File: src/sss_pkg.sv
// Behaviour
// - Modulator select 00 feeds constant zero
// - Modulator select 01 feeds constant one
// - Modulator select 10 feeds encoder envelope, reset
// - Modulator select 11 feeds auxiliary input pin
// - Aux out 000 low, 001 high, 11x reserved
// - Aux out 010 drives encoder envelope
// - Aux out 011 drives unencoded transmit data
// - Aux out 100 drives regenerated card signal
// - Aux out 101 drives subcarrier demodulator output
// - Aux select works only with override clear
// - Digital split side: aux 2, decoder 2
// - Decoder select: zero, analog, subcarrier, Manchester
`default_nettype none
package sss_pkg;
  // Register byte offsets
  localparam logic [7:0] SSS_TRANSMIT_CONTROL = 8'h00;
  localparam logic [7:0] SSS_RECEIVE_CONTROL_SECOND = 8'h04;
  localparam logic [7:0] SSS_AUX_OUT_SEL = 8'h08;
  localparam logic [7:0] SSS_DIGITAL_TEST = 8'h0c;
  localparam logic [7:0] SSS_RATE_CONTROL = 8'h10;
  localparam logic [7:0] SSS_STATUS = 8'h14;
  // Field positions
  localparam int SSS_MOD_SEL_LSB = 0;
  localparam int SSS_DEC_SEL_LSB = 0;
  localparam int SSS_AUX_SEL_LSB = 0;
  localparam int SSS_OVR_BIT = 0;
  localparam int SSS_TST_SEL_LSB = 4;
  localparam int SSS_TX_RATE_LSB = 0;
  localparam int SSS_RX_RATE_LSB = 4;
  // Reset values
  localparam logic [1:0] SSS_MOD_SEL_RST = 2'h2;
  localparam logic [1:0] SSS_DEC_SEL_RST = 2'h1;
  localparam logic [2:0] SSS_AUX_SEL_RST = 3'h0;
  localparam logic SSS_OVR_RST = 1'b0;
  localparam logic [2:0] SSS_TST_SEL_RST = 3'h0;
  localparam logic [1:0] SSS_RATE_RST = 2'h0;
  // Modulator source codes
  typedef enum logic [1:0] {
    SSS_MOD_ZERO = 2'b00,
    SSS_MOD_ONE = 2'b01,
    SSS_MOD_ENCODER = 2'b10,
    SSS_MOD_AUX_IN = 2'b11
  } sss_mod_sel_t;
  // Decoder source codes
  typedef enum logic [1:0] {
    SSS_DEC_ZERO = 2'b00,
    SSS_DEC_ANALOG = 2'b01,
    SSS_DEC_AUX_SUBC = 2'b10,
    SSS_DEC_AUX_MANCH = 2'b11
  } sss_dec_sel_t;
  // Auxiliary output codes
  typedef enum logic [2:0] {
    SSS_AUX_LOW = 3'b000,
    SSS_AUX_HIGH = 3'b001,
    SSS_AUX_ENVELOPE = 3'b010,
    SSS_AUX_TX_DATA = 3'b011,
    SSS_AUX_RX_REGEN = 3'b100,
    SSS_AUX_SUBC_DEMOD = 3'b101,
    SSS_AUX_RSVD6 = 3'b110,
    SSS_AUX_RSVD7 = 3'b111
  } sss_aux_sel_t;
  // Bit rate codes
  typedef enum logic [1:0] {
    SSS_RATE_106 = 2'b00,
    SSS_RATE_212 = 2'b01,
    SSS_RATE_424 = 2'b10,
    SSS_RATE_RSVD = 2'b11
  } sss_rate_t;
  localparam int SSS_SAMPLE_W = 2;
  localparam int SSS_TEST_W = 8;
endpackage
`default_nettype wire

File: src/sss_stream_if.sv
`timescale 1ns/100ps
`default_nettype none
// Valid/ready stream between switch and sample buffer
interface sss_stream_if #(
  parameter int WIDTH = 2
);
  logic valid;
  logic ready;
  logic [WIDTH-1:0] data;
  modport src (output valid, output data, input ready);
  modport snk (input valid, input data, output ready);
endinterface
`default_nettype wire

File: src/sss_buffer.sv
`timescale 1ns/100ps
`default_nettype none
// Two-entry buffer, all outputs from flops
module sss_buffer #(
  parameter int WIDTH = 2,
  parameter int DEPTH = 2
) (
  input wire logic mclk,
  input wire logic reset_n,
  sss_stream_if.snk in_s,
  sss_stream_if.src out_s
);
  logic [WIDTH-1:0] ent_q [DEPTH];
  logic [1:0] cnt_q;
  logic rdy_q;
  logic vld_q;
  logic push;
  logic pop;
  logic [1:0] cnt_d;

  // Structure is a fixed two-deep shift buffer
  if (DEPTH != 2 || WIDTH < 1) begin
    $error("sss_buffer serves DEPTH 2 and WIDTH >= 1 only");
  end

  // Transfer handshakes
  assign push = in_s.valid && rdy_q;
  assign pop = out_s.ready && (cnt_q != 2'd0);
  assign cnt_d = cnt_q + {1'b0, push} - {1'b0, pop};

  // Occupancy and ready
  always_ff @(posedge mclk) begin
    if (!reset_n) begin
      cnt_q <= 2'd0;
      rdy_q <= 1'b0;
      vld_q <= 1'b0;
    end else begin
      cnt_q <= cnt_d;
      rdy_q <= (cnt_d != 2'd2);
      vld_q <= (cnt_d != 2'd0); // Head valid straight from a flop
    end
  end

  // Head in entry 0, shifts on pop
  always_ff @(posedge mclk) begin
    if (!reset_n) begin
      ent_q[0] <= '0;
      ent_q[1] <= '0;
    end else begin
      if (pop) begin
        ent_q[0] <= (cnt_q == 2'd2) ? ent_q[1] : in_s.data;
      end else if (push && cnt_q == 2'd0) begin
        ent_q[0] <= in_s.data;
      end
      if (push && ((cnt_q == 2'd1 && !pop) || (cnt_q == 2'd2))) begin
        ent_q[1] <= in_s.data;
      end
    end
  end

  assign in_s.ready = rdy_q;
  assign out_s.valid = vld_q;
  assign out_s.data = ent_q[0];
endmodule
`default_nettype wire

File: src/sss_switch.sv
`timescale 1ns/100ps
`default_nettype none
// Serial signal switch with APB register slave
module sss_switch (
  input wire logic mclk,
  input wire logic reset_n,
  // APB slave
  input wire logic psel,
  input wire logic penable,
  input wire logic pwrite,
  input wire logic [7:0] paddr,
  input wire logic [31:0] pwdata,
  output logic [31:0] prdata,
  output logic pready,
  output logic pslverr,
  // Pins
  input wire logic aux_serial_in,
  output logic aux_serial_out,
  output logic antenna_drive_1,
  output logic antenna_drive_2,
  // Analog receiver comparator, asynchronous
  input wire logic analog_rx_in,
  // Digital core signals, same clock
  input wire logic encoder_envelope,
  input wire logic tx_serial_data,
  input wire logic rx_regenerated,
  input wire logic subcarrier_demod,
  input wire logic [sss_pkg::SSS_TEST_W-1:0] test_signals,
  // Decoder sample strobe and stream
  input wire logic dec_sample_strobe,
  output logic dec_sample_ready,
  output logic dec_valid,
  output logic [sss_pkg::SSS_SAMPLE_W-1:0] dec_data,
  input wire logic dec_ready,
  // Rate settings toward coder and decoder
  output logic [1:0] tx_rate,
  output logic [1:0] rx_rate
);
  import sss_pkg::*;

  sss_mod_sel_t mod_sel_q;
  sss_dec_sel_t dec_sel_q;
  sss_aux_sel_t aux_sel_q;
  logic ovr_q;
  logic [2:0] tst_sel_q;
  sss_rate_t tx_rate_q;
  sss_rate_t rx_rate_q;
  logic aux_meta_q;
  logic aux_sync_q;
  logic ana_meta_q;
  logic ana_sync_q;
  logic mod_q;
  logic aux_out_q;
  logic dec_bit;
  logic pready_q;
  logic pslverr_q;
  logic [31:0] prdata_q;
  logic [31:0] rd_val;
  logic rd_hit;
  logic setup;
  logic wr_en;

  sss_stream_if #(.WIDTH(SSS_SAMPLE_W)) in_s ();
  sss_stream_if #(.WIDTH(SSS_SAMPLE_W)) out_s ();

  // Two-stage synchronisers for pins
  always_ff @(posedge mclk) begin
    if (!reset_n) begin
      aux_meta_q <= 1'b0;
      aux_sync_q <= 1'b0;
      ana_meta_q <= 1'b0;
      ana_sync_q <= 1'b0;
    end else begin
      aux_meta_q <= aux_serial_in;
      aux_sync_q <= aux_meta_q;
      ana_meta_q <= analog_rx_in;
      ana_sync_q <= ana_meta_q;
    end
  end

  // APB phase decode
  assign setup = psel && !penable;
  assign wr_en = psel && penable && pready_q && pwrite && !pslverr_q;

  // Read mux and address hit
  always_comb begin
    rd_val = 32'h0000_0000;
    rd_hit = 1'b1;
    case (paddr)
      SSS_TRANSMIT_CONTROL: begin
        rd_val[SSS_MOD_SEL_LSB +: 2] = mod_sel_q;
      end
      SSS_RECEIVE_CONTROL_SECOND: begin
        rd_val[SSS_DEC_SEL_LSB +: 2] = dec_sel_q;
      end
      SSS_AUX_OUT_SEL: begin
        rd_val[SSS_AUX_SEL_LSB +: 3] = aux_sel_q;
      end
      SSS_DIGITAL_TEST: begin
        rd_val[SSS_OVR_BIT] = ovr_q;
        rd_val[SSS_TST_SEL_LSB +: 3] = tst_sel_q;
      end
      SSS_RATE_CONTROL: begin
        rd_val[SSS_TX_RATE_LSB +: 2] = tx_rate_q;
        rd_val[SSS_RX_RATE_LSB +: 2] = rx_rate_q;
      end
      SSS_STATUS: begin
        rd_val[0] = mod_q;
        rd_val[1] = aux_out_q;
        rd_val[2] = aux_sync_q;
        rd_val[3] = ana_sync_q;
        rd_val[4] = out_s.valid;
        rd_val[5] = in_s.ready;
      end
      default: begin
        rd_hit = 1'b0;
      end
    endcase
  end

  // APB answer: one access cycle, data latched at setup
  always_ff @(posedge mclk) begin
    if (!reset_n) begin
      pready_q <= 1'b0;
      pslverr_q <= 1'b0;
      prdata_q <= 32'h0000_0000;
    end else if (setup) begin
      pready_q <= 1'b1;
      pslverr_q <= !rd_hit || (pwrite && paddr == SSS_STATUS);
      prdata_q <= pwrite ? 32'h0000_0000 : rd_val;
    end else begin
      pready_q <= 1'b0;
      pslverr_q <= 1'b0;
      prdata_q <= 32'h0000_0000;
    end
  end

  // Routing selects, written at the access edge
  always_ff @(posedge mclk) begin
    if (!reset_n) begin
      mod_sel_q <= sss_mod_sel_t'(SSS_MOD_SEL_RST);
      dec_sel_q <= sss_dec_sel_t'(SSS_DEC_SEL_RST);
      aux_sel_q <= sss_aux_sel_t'(SSS_AUX_SEL_RST);
    end else if (wr_en) begin
      case (paddr)
        SSS_TRANSMIT_CONTROL: begin
          mod_sel_q <= sss_mod_sel_t'(pwdata[SSS_MOD_SEL_LSB +: 2]);
        end
        SSS_RECEIVE_CONTROL_SECOND: begin
          dec_sel_q <= sss_dec_sel_t'(pwdata[SSS_DEC_SEL_LSB +: 2]);
        end
        SSS_AUX_OUT_SEL: begin
          aux_sel_q <= sss_aux_sel_t'(pwdata[SSS_AUX_SEL_LSB +: 3]);
        end
        default: begin
        end
      endcase
    end
  end

  // Test override and rate fields
  always_ff @(posedge mclk) begin
    if (!reset_n) begin
      ovr_q <= SSS_OVR_RST;
      tst_sel_q <= SSS_TST_SEL_RST;
      tx_rate_q <= sss_rate_t'(SSS_RATE_RST);
      rx_rate_q <= sss_rate_t'(SSS_RATE_RST);
    end else if (wr_en && paddr == SSS_DIGITAL_TEST) begin
      ovr_q <= pwdata[SSS_OVR_BIT];
      tst_sel_q <= pwdata[SSS_TST_SEL_LSB +: 3];
    end else if (wr_en && paddr == SSS_RATE_CONTROL) begin
      tx_rate_q <= sss_rate_t'(pwdata[SSS_TX_RATE_LSB +: 2]);
      rx_rate_q <= sss_rate_t'(pwdata[SSS_RX_RATE_LSB +: 2]);
    end
  end

  // Modulator source mux, drives both antenna pins
  always_ff @(posedge mclk) begin
    if (!reset_n) begin
      mod_q <= 1'b0;
    end else begin
      case (mod_sel_q)
        SSS_MOD_ZERO: mod_q <= 1'b0;
        SSS_MOD_ONE: mod_q <= 1'b1;
        SSS_MOD_ENCODER: mod_q <= encoder_envelope;
        SSS_MOD_AUX_IN: mod_q <= aux_sync_q;
        default: mod_q <= 1'b0;
      endcase
    end
  end

  // Auxiliary output mux; test override wins
  always_ff @(posedge mclk) begin
    if (!reset_n) begin
      aux_out_q <= 1'b0;
    end else if (ovr_q) begin
      aux_out_q <= test_signals[tst_sel_q];
    end else begin
      case (aux_sel_q)
        SSS_AUX_LOW: aux_out_q <= 1'b0;
        SSS_AUX_HIGH: aux_out_q <= 1'b1;
        SSS_AUX_ENVELOPE: aux_out_q <= encoder_envelope;
        SSS_AUX_TX_DATA: aux_out_q <= tx_serial_data;
        SSS_AUX_RX_REGEN: aux_out_q <= rx_regenerated;
        SSS_AUX_SUBC_DEMOD: aux_out_q <= subcarrier_demod;
        default: aux_out_q <= 1'b0;
      endcase
    end
  end

  // Decoder source mux
  always_comb begin
    case (dec_sel_q)
      SSS_DEC_ZERO: dec_bit = 1'b0;
      SSS_DEC_ANALOG: dec_bit = ana_sync_q;
      SSS_DEC_AUX_SUBC: dec_bit = aux_sync_q;
      SSS_DEC_AUX_MANCH: dec_bit = aux_sync_q;
      default: dec_bit = 1'b0;
    endcase
  end

  // Decoder samples: bit plus subcarrier-expected flag
  assign in_s.valid = dec_sample_strobe;
  assign in_s.data = {dec_sel_q == SSS_DEC_AUX_SUBC, dec_bit};
  assign out_s.ready = dec_ready;

  sss_buffer #(
    .WIDTH(SSS_SAMPLE_W),
    .DEPTH(2)
  ) u_buffer (
    .mclk(mclk),
    .reset_n(reset_n),
    .in_s(in_s),
    .out_s(out_s)
  );

  // Outputs
  assign antenna_drive_1 = mod_q;
  assign antenna_drive_2 = mod_q;
  assign aux_serial_out = aux_out_q;
  assign prdata = prdata_q;
  assign pready = pready_q;
  assign pslverr = pslverr_q;
  assign dec_sample_ready = in_s.ready;
  assign dec_valid = out_s.valid;
  assign dec_data = out_s.data;
  assign tx_rate = tx_rate_q;
  assign rx_rate = rx_rate_q;

  // Checks on routing
  property p_mod_zero;
    @(posedge mclk) disable iff (!reset_n)
      (mod_sel_q == SSS_MOD_ZERO) |=> !antenna_drive_1 && !antenna_drive_2;
  endproperty
  a_mod_zero: assert property (p_mod_zero) else $error("Carrier on with select 00");

  property p_mod_one;
    @(posedge mclk) disable iff (!reset_n)
      (mod_sel_q == SSS_MOD_ONE) |=> antenna_drive_1 && antenna_drive_2;
  endproperty
  a_mod_one: assert property (p_mod_one) else $error("Carrier off with select 01");

  property p_mod_enc;
    @(posedge mclk) disable iff (!reset_n)
      (mod_sel_q == SSS_MOD_ENCODER) |=> antenna_drive_1 == $past(encoder_envelope);
  endproperty
  a_mod_enc: assert property (p_mod_enc) else $error("Modulator not envelope");

  property p_mod_aux;
    @(posedge mclk) disable iff (!reset_n)
      (mod_sel_q == SSS_MOD_AUX_IN) |=> antenna_drive_1 == $past(aux_sync_q);
  endproperty
  a_mod_aux: assert property (p_mod_aux) else $error("Modulator not aux input");

  property p_aux_const;
    @(posedge mclk) disable iff (!reset_n)
      (!ovr_q && aux_sel_q inside {SSS_AUX_LOW, SSS_AUX_RSVD6, SSS_AUX_RSVD7})
        |=> !aux_serial_out;
  endproperty
  a_aux_const: assert property (p_aux_const) else $error("Aux out not low");

  property p_aux_high;
    @(posedge mclk) disable iff (!reset_n)
      (!ovr_q && aux_sel_q == SSS_AUX_HIGH) |=> aux_serial_out;
  endproperty
  a_aux_high: assert property (p_aux_high) else $error("Aux out not high");

  property p_aux_write;
    @(posedge mclk) disable iff (!reset_n)
      (psel && penable && pready && pwrite && !pslverr && paddr == SSS_AUX_OUT_SEL
        && pwdata[2:0] == 3'b001 && !ovr_q) |-> ##2 aux_serial_out;
  endproperty
  a_aux_write: assert property (p_aux_write) else $error("Aux write not applied");

  property p_aux_env;
    @(posedge mclk) disable iff (!reset_n)
      (!ovr_q && aux_sel_q == SSS_AUX_ENVELOPE) |=> aux_serial_out == $past(encoder_envelope);
  endproperty
  a_aux_env: assert property (p_aux_env) else $error("Aux out not envelope");

  property p_aux_txd;
    @(posedge mclk) disable iff (!reset_n)
      (!ovr_q && aux_sel_q == SSS_AUX_TX_DATA) |=> aux_serial_out == $past(tx_serial_data);
  endproperty
  a_aux_txd: assert property (p_aux_txd) else $error("Aux out not tx data");

  property p_aux_regen;
    @(posedge mclk) disable iff (!reset_n)
      (!ovr_q && aux_sel_q == SSS_AUX_RX_REGEN) |=> aux_serial_out == $past(rx_regenerated);
  endproperty
  a_aux_regen: assert property (p_aux_regen) else $error("Aux out not regen");

  property p_aux_demod;
    @(posedge mclk) disable iff (!reset_n)
      (!ovr_q && aux_sel_q == SSS_AUX_SUBC_DEMOD)
        |=> aux_serial_out == $past(subcarrier_demod);
  endproperty
  a_aux_demod: assert property (p_aux_demod) else $error("Aux out not demod");

  property p_ovr;
    @(posedge mclk) disable iff (!reset_n)
      ovr_q |=> aux_serial_out == $past(test_signals[tst_sel_q]);
  endproperty
  a_ovr: assert property (p_ovr) else $error("Override not honoured");

  property p_dec_src;
    @(posedge mclk) disable iff (!reset_n)
      (dec_sample_strobe && dec_sample_ready && !dec_valid)
        |=> dec_valid && dec_data == $past({dec_sel_q == SSS_DEC_AUX_SUBC, dec_bit});
  endproperty
  a_dec_src: assert property (p_dec_src) else $error("Decoder sample wrong");

  property p_write_applies;
    @(posedge mclk) disable iff (!reset_n)
      (psel && penable && pready && pwrite && !pslverr && paddr == SSS_TRANSMIT_CONTROL
        && pwdata[1:0] == 2'b00) |-> ##2 !antenna_drive_1;
  endproperty
  a_write_applies: assert property (p_write_applies) else $error("Write not applied");
endmodule
`default_nettype wire

File: config.mk
export PLATFORM = sky130hd
export DESIGN_NAME = sss_switch
export DESIGN_NICKNAME = d
export VERILOG_FILES = /design/src/sss_pkg.sv /design/src/sss_stream_if.sv /design/src/sss_buffer.sv /design/src/sss_switch.sv
export SDC_FILE = /design/constraint.sdc
export NUM_CORES = 1
export LEC_CHECK = 0
export BUFFER_PORTS_ARGS = -buffer_cell sky130_fd_sc_hd__buf_2
export CORE_AREA = 8 8 75 77
export CTS_BUF_LIST = sky130_fd_sc_hd__clkbuf_4
export DETAILED_ROUTE_END_ITERATION = 12
export DIE_AREA = 0 0 83 85
export PLACE_DENSITY = 0.79
export SLEW_MARGIN = 20
export SYNTH_ARGS = -nofsm -noshare
export SYNTH_HDL_FRONTEND = slang
export SYNTH_SLANG_ARGS = --single-unit
File: constraint.sdc
create_clock -name mclk -period 2.3 [get_ports mclk]
set_input_delay 0.46 -clock mclk [delete_from_list [all_inputs] [get_ports mclk]]
set_output_delay 0.46 -clock mclk [all_outputs]
set_load 0.01 [all_outputs]
# Yosys cells after proc, flatten, opt, wreduce, memory -nomap -nowiden
# Memories as Yosys holds them, arrays and structs flattened.
# Index checks and enable logic that the tools add are counted.
[totals]
ff_bits = 59
ram_bits = 4
input_bits = 61
output_inout_bits = 45
elab_cells = 115
n_memories = 1
[memory_table]
columns = ["name", "depth", "word_bits", "read_ports", "rd_clocked_by_memory_dff", "wr", "line_no", "text"]
rows = [
  ["u_buffer.ent_q", 2, 2, 2, 0, 2, "sss_buffer.sv:13", "logic [WIDTH-1:0] ent_q [DEPTH];"],
]
[op_classes]
n_addsub = 2
n_lt_le_gt_ge = 1
eq_ne = 19
muxes = 27
n_bitwise = 8
reduce_logical = 35
[op_table]
columns = ["op", "n"]
rows = [
  ["$eq A8 B4 Y1 const B", 2],
  ["$eq A8 B5 Y1 const B", 2],
  ["$mux W1", 15],
  ["$logic_and A1 B1 Y1", 13],
  ["$eq A2 B2 Y1 const B", 5],
  ["$pmux W1 S5", 2],
  ["$reduce_and A2 Y1", 5],
  ["$eq A8 B3 Y1 const B", 1],
  ["$logic_not A8 Y1", 1],
  ["$mux W2", 4],
  ["$reduce_or A4 Y1", 2],
  ["$eq A2 B1 Y1 const B", 3],
  ["$eq A3 B2 Y1 const B", 2],
  ["$eq A3 B3 Y1 const B", 2],
  ["$logic_not A2 Y1", 3],
  ["$pmux W1 S6", 1],
  ["$pmux W2 S3", 1],
  ["$reduce_or A6 Y1", 1],
  ["$not A1 Y1", 5],
  ["$logic_not A1 Y1", 4],
  ["$lt A3 B4 Y1 const B", 1],
  ["$pmux W1 S4", 1],
  ["$reduce_bool A2 Y1", 2],
  ["$bmux W1 S3", 1],
  ["10 further kinds", 13],
]

# Longest topological paths before layout
[logic_depth]
ltp_word = 10
mapped_depth = 9
ltp_nobuf = 9

# Hierarchy
# Synthesis repeated with hierarchy kept, for this count alone.
[hier_totals]
hier_cells = 206
area_unflattened_um2 = 1985.7
[modules_own_cells]
columns = ["mod", "n_inst", "cells_per_inst", "area_each_um2", "seq_area_each_um2"]
rows = [
  ["sss_switch", 1, 167, 1577.8, 600.6],
  ["sss_buffer", 1, 39, 407.9, 200.2],
]

# Least setup slack after synthesis
# Ideal clock, no wire load.
[synth_timing]
kind = "input port to flip-flop"
start = "input dec_ready"
end = "register u_buffer.vld_q, in the netlist u_buffer.out_s.valid"
setup_ns = 0.123
arrival_ns = 1.691
required_time_ns = 2.177
path_slack_ns = 0.485
cell_stages = 8
n_path_buf = 0
cell_sequence = "nor2b_1 ha_1 inv_1 ha_1 xor2_1 xnor2_1 nor2_1 or2_2"
[synth_between]
elab_chain_len = 3
[synth_rtl]
columns = ["element", "line_no", "text"]
rows = [
  ["start, declared", "sss_switch.sv:34", "input wire logic dec_ready,"],
  ["$logic_and A1 B1 Y1", "sss_buffer.sv:28", "assign pop = out_s.ready && (cnt_q != 2'd0);"],
  ["$sub A2 B1 Y2", "sss_buffer.sv:29", "assign cnt_d = cnt_q + {1'b0, push} - {1'b0, pop};"],
  ["$reduce_bool A2 Y1", "sss_buffer.sv:40", "vld_q <= (cnt_d != 2'd0);"],
  ["end signal, assigned", "sss_buffer.sv:40", ""],
  ["end, declared", "sss_buffer.sv:16", "logic vld_q;"],
]
# No other way between the ends.
# A chain may end at the register's enable or synchronous reset.

# Worst setup path after layout
[layout_timing]
start = "register u_buffer.cnt_q[1]"
end = "register u_buffer.vld_q, in the netlist u_buffer.out_s.valid"
[layout_between]
elab_chain_len = 4
elab_cells_between_ends = 5
classes_between = "2 x add/sub; 3 x reduce/logical"
[layout_rtl]
columns = ["element", "line_no", "text"]
rows = [
  ["start, declared", "sss_buffer.sv:14", "logic [1:0] cnt_q;"],
  ["start signal, assigned", "sss_buffer.sv:38", "cnt_q <= cnt_d;"],
  ["parallel branches: the longest is 2 deep, another holds $add A2 B1 Y2", "n/a", ""],
  ["$sub A2 B1 Y2 (*)", "sss_buffer.sv:29", ""],
  ["$reduce_bool A2 Y1 (*)", "sss_buffer.sv:40", ""],
]
# Mark *: on every way between the ends.

==> impl_metrics.toml <==
[critical_path]
reg2regPathDepth = 9
reg2reg_from = "u_buffer.cnt_q[1]"
cp-start-kind = "register"
cp.required_ns = 2.54
reg2reg_slack_ns = 0.37
r2r_end = "u_buffer.out_s.valid"
end_kind = "register"
critPathKind = "register to register"
worstPathArrival_ns = 2.17
cp_max_fo = 5

[logic_synthesis]
ys_async_sr_fraction_pct = 0
synth.top_cells.by_count = "34 x dfxtp_1, 29 x buf_4, 23 x nor2_1, 21 x nand2_1, 17 x mux2i_1"
ys_top_cells_by_area = "dfxtp_1 35%, buf_4 11%, mux2i_1 8.7%, edfxtp_1 6.1%, mux4_2 4.6%"
syn_area_um2 = 1961
synth-main-ff-cell = "dfxtp_1"
synthCells = 206
yosysMostFrequentCell = "dfxtp_1"
synth-edff-count = 4
synth_top_area_share_pct = 34.72
synth_seq_cells = 38
seq_area_frac_synth_pct = 40.84
synthDistinctLibCells = 43
yosys.area.top_type = "dfxtp_1"
syn_avg_cell_area_um2 = 9.518
synth_warnings = 0

[timing]
setup_ws_ns = 0.3695
setup_viol = 0
rsz0062_at_grt = "no"
fin_crit_sh_pct = 83.93
post-route-min-period_ns = 1.930
fin_tns_setup_ns = 0
hold_violations = 0
final.setup_skew_ns = 0.01527
max_freq_mhz = 518.0
maxSlewViolCount = 0

[floorplan]
core_um2 = 4536
die_w_um = 83
boundaryPins = 106
dieHeight_um = 85
start_util_pct = 43.23
rows = 25
fp.dieArea_um2 = 7055

[worst_hold_path]
hold_end = "ana_meta_q"
hold-path-cell-count = 2
hold_class = "primary input to register"
hold_start = "analog_rx_in"

[grt]
grt_pass1_wl_um = 7120
grt_max_degree = 25
gr-total-overflow = 0
antenna_found_initial = 0
grtUsageTotal_pct = 12.04
grt_pass1_vias = 1585

[power]
p_leak_nw = 1.069
p_per_area_nw_per_um2 = 704.2
total_power_w = 0.001560
irDropWorstVdd_v = 0.0003554

[cells_and_area]
finalInstanceArea_um2 = 2216
multi_input_area_um2 = 972.2
nets = 319
diodes = 0
fill_cells = 458
regArea_um2 = 800.8
area_growth_pct = 13.02
drive_above_1_share_pct = 26.56

[placement]
dp_slack_ns = 0.2766
port_buffers = 54
place.gp.congestion = 0.8632
place_area_um2 = 2145
post-dp-hpwl_um = 3590

[clock_network]
cts_root_buf = "clkbuf_4"
clk_latency_ns = 0.35
path_clk_slew_ns = 0.11
cts_buffers = 5
cts-resized-gates = 0
cts_hold_buf = 0
cts_tree = "yes"
postCtsSetupRepairBufs = 0
numClockSinks = 38
htreeDepth = 2
clk_path_buf_depth = 2

[detailed_routing]
drt_iter0_markers = 77
wl_um = 4416
drtPass1Iterations = 4
postRouteAntennaNets = 0
routed_via_density = 4.913
drc = 0
vias = 1523
wire_per_inst_um = 14.25

[flow_run]
max_cap_violations = 0

[outcome]
status = "finished, final reports clean"
[kinds of logic (layout without fill, tap and decap cells)]
logic type,after synthesis,count (layout),synth area share (%)
simple gates,75,75,21.00
buf+inv,44,70,14.17
flops,38,38,40.84
compound gates,22,22,7.786
mux,22,22,13.85
fa+ha+maj,2,2,1.276
xor+xnor,2,2,0.8936
other cells,1,25,0.1913
[flip-flops by register name (all words and copies together) (netlist names), 2 cells and up]
name / cells
u_buffer.cnt_q: 2
tst_sel_q: 3
tx_rate: 2
mod_sel_q: 2
prdata: 7
u_buffer.ent_q: 4
rx_rate: 2
aux_sel_q: 3
dec_sel_q: 2
[final cells by class]
class / count / share of cell area, %
well taps: 54 / 3.049
inverters: 9 / 1.525
clock inverters: 2 / 1.525
multi-input cells: 148 / 43.87
flip-flops and latches: 38 / 36.14
clock buffers: 5 / 1.694
repair buffers: 54 / 12.20
[routing by layer]
layer	vias to the layer above	track usage [%]	part of all wire [%]
met2	58	21.50	51
met4	0	3.834	1.2
met3	6	5.556	8.9
met5	-	0	0
met1	702	12.11	39
li1	757	-	-
[report_power, final]
group          switching (W)  total [W]  internal, W
clock               0.000213   0.000433     0.000220
sequential         0.0000405   0.000767     0.000727
combinational       0.000207   0.000360     0.000153
total               0.000461    0.00156      0.00110
[layout by cell type, fill, tap and decap left out, types with 2 or more instances in the layout]
| cell | synthesis | final |
|---|---|---|
| nand2_1 | 21 | 21 |
| dfxtp_1 | 34 | 34 |
| mux2i_1 | 17 | 17 |
| a22o_1 | 2 | 2 |
| buf_2 | 2 | 54 |
| o21ai_0 | 3 | 3 |
| conb_1 | 1 | 25 |
| nor3_1 | 2 | 2 |
| nand2b_1 | 2 | 2 |
| a21oi_1 | 5 | 5 |
| nor2_1 | 23 | 23 |
| mux4_2 | 4 | 4 |
| and2_1 | 5 | 5 |
| nor2b_1 | 6 | 6 |
| nand4b_1 | 2 | 2 |
| a22oi_1 | 3 | 3 |
| inv_1 | 9 | 9 |
| edfxtp_1 | 4 | 4 |
| and4b_1 | 2 | 2 |
| ha_1 | 2 | 2 |
| clkbuf_4 | 0 | 5 |
| a211oi_1 | 2 | 2 |
| nand3b_1 | 4 | 4 |
[worst max path at each step]
stage | from | endpoint | slack, ns
finish | u_buffer.cnt_q[1] | u_buffer.out_s.valid | 0.37
global route | u_buffer.cnt_q[1] | u_buffer.out_s.valid | 0.18
CTS | u_buffer.cnt_q[1] | u_buffer.out_s.valid | 0.36
detailed placement | dec_ready | u_buffer.out_s.valid | 0.28
global placement | dec_ready | u_buffer.out_s.valid | 0.30
floorplan | dec_ready | u_buffer.out_s.valid | 0.49
[critical path, stage by stage (launching register included)]
cell and delay (ns):
dfxtp_1 0.37, nor2_1 0.18, nor2b_1 0.09, ha_1 0.28, inv_1 0.04, ha_1 0.19
xor2_1 0.15, xnor2_1 0.18, nor2_1 0.07, or2_2 0.28
[metrics by stage]
stage / std cells / hold WS [ns] / util, %
after detailed placement: 303 / 0.4216 / 47.28
after floorplan: 230 / 0.4097 / -
after global routing: 310 / 0.3077 / 48.86
after global placement: 303 / 0.4203 / 47.28
final: 310 / 0.3187 / 48.86
after CTS: 310 / 0.3040 / 48.86
Power figures use the tool's default switching activity.
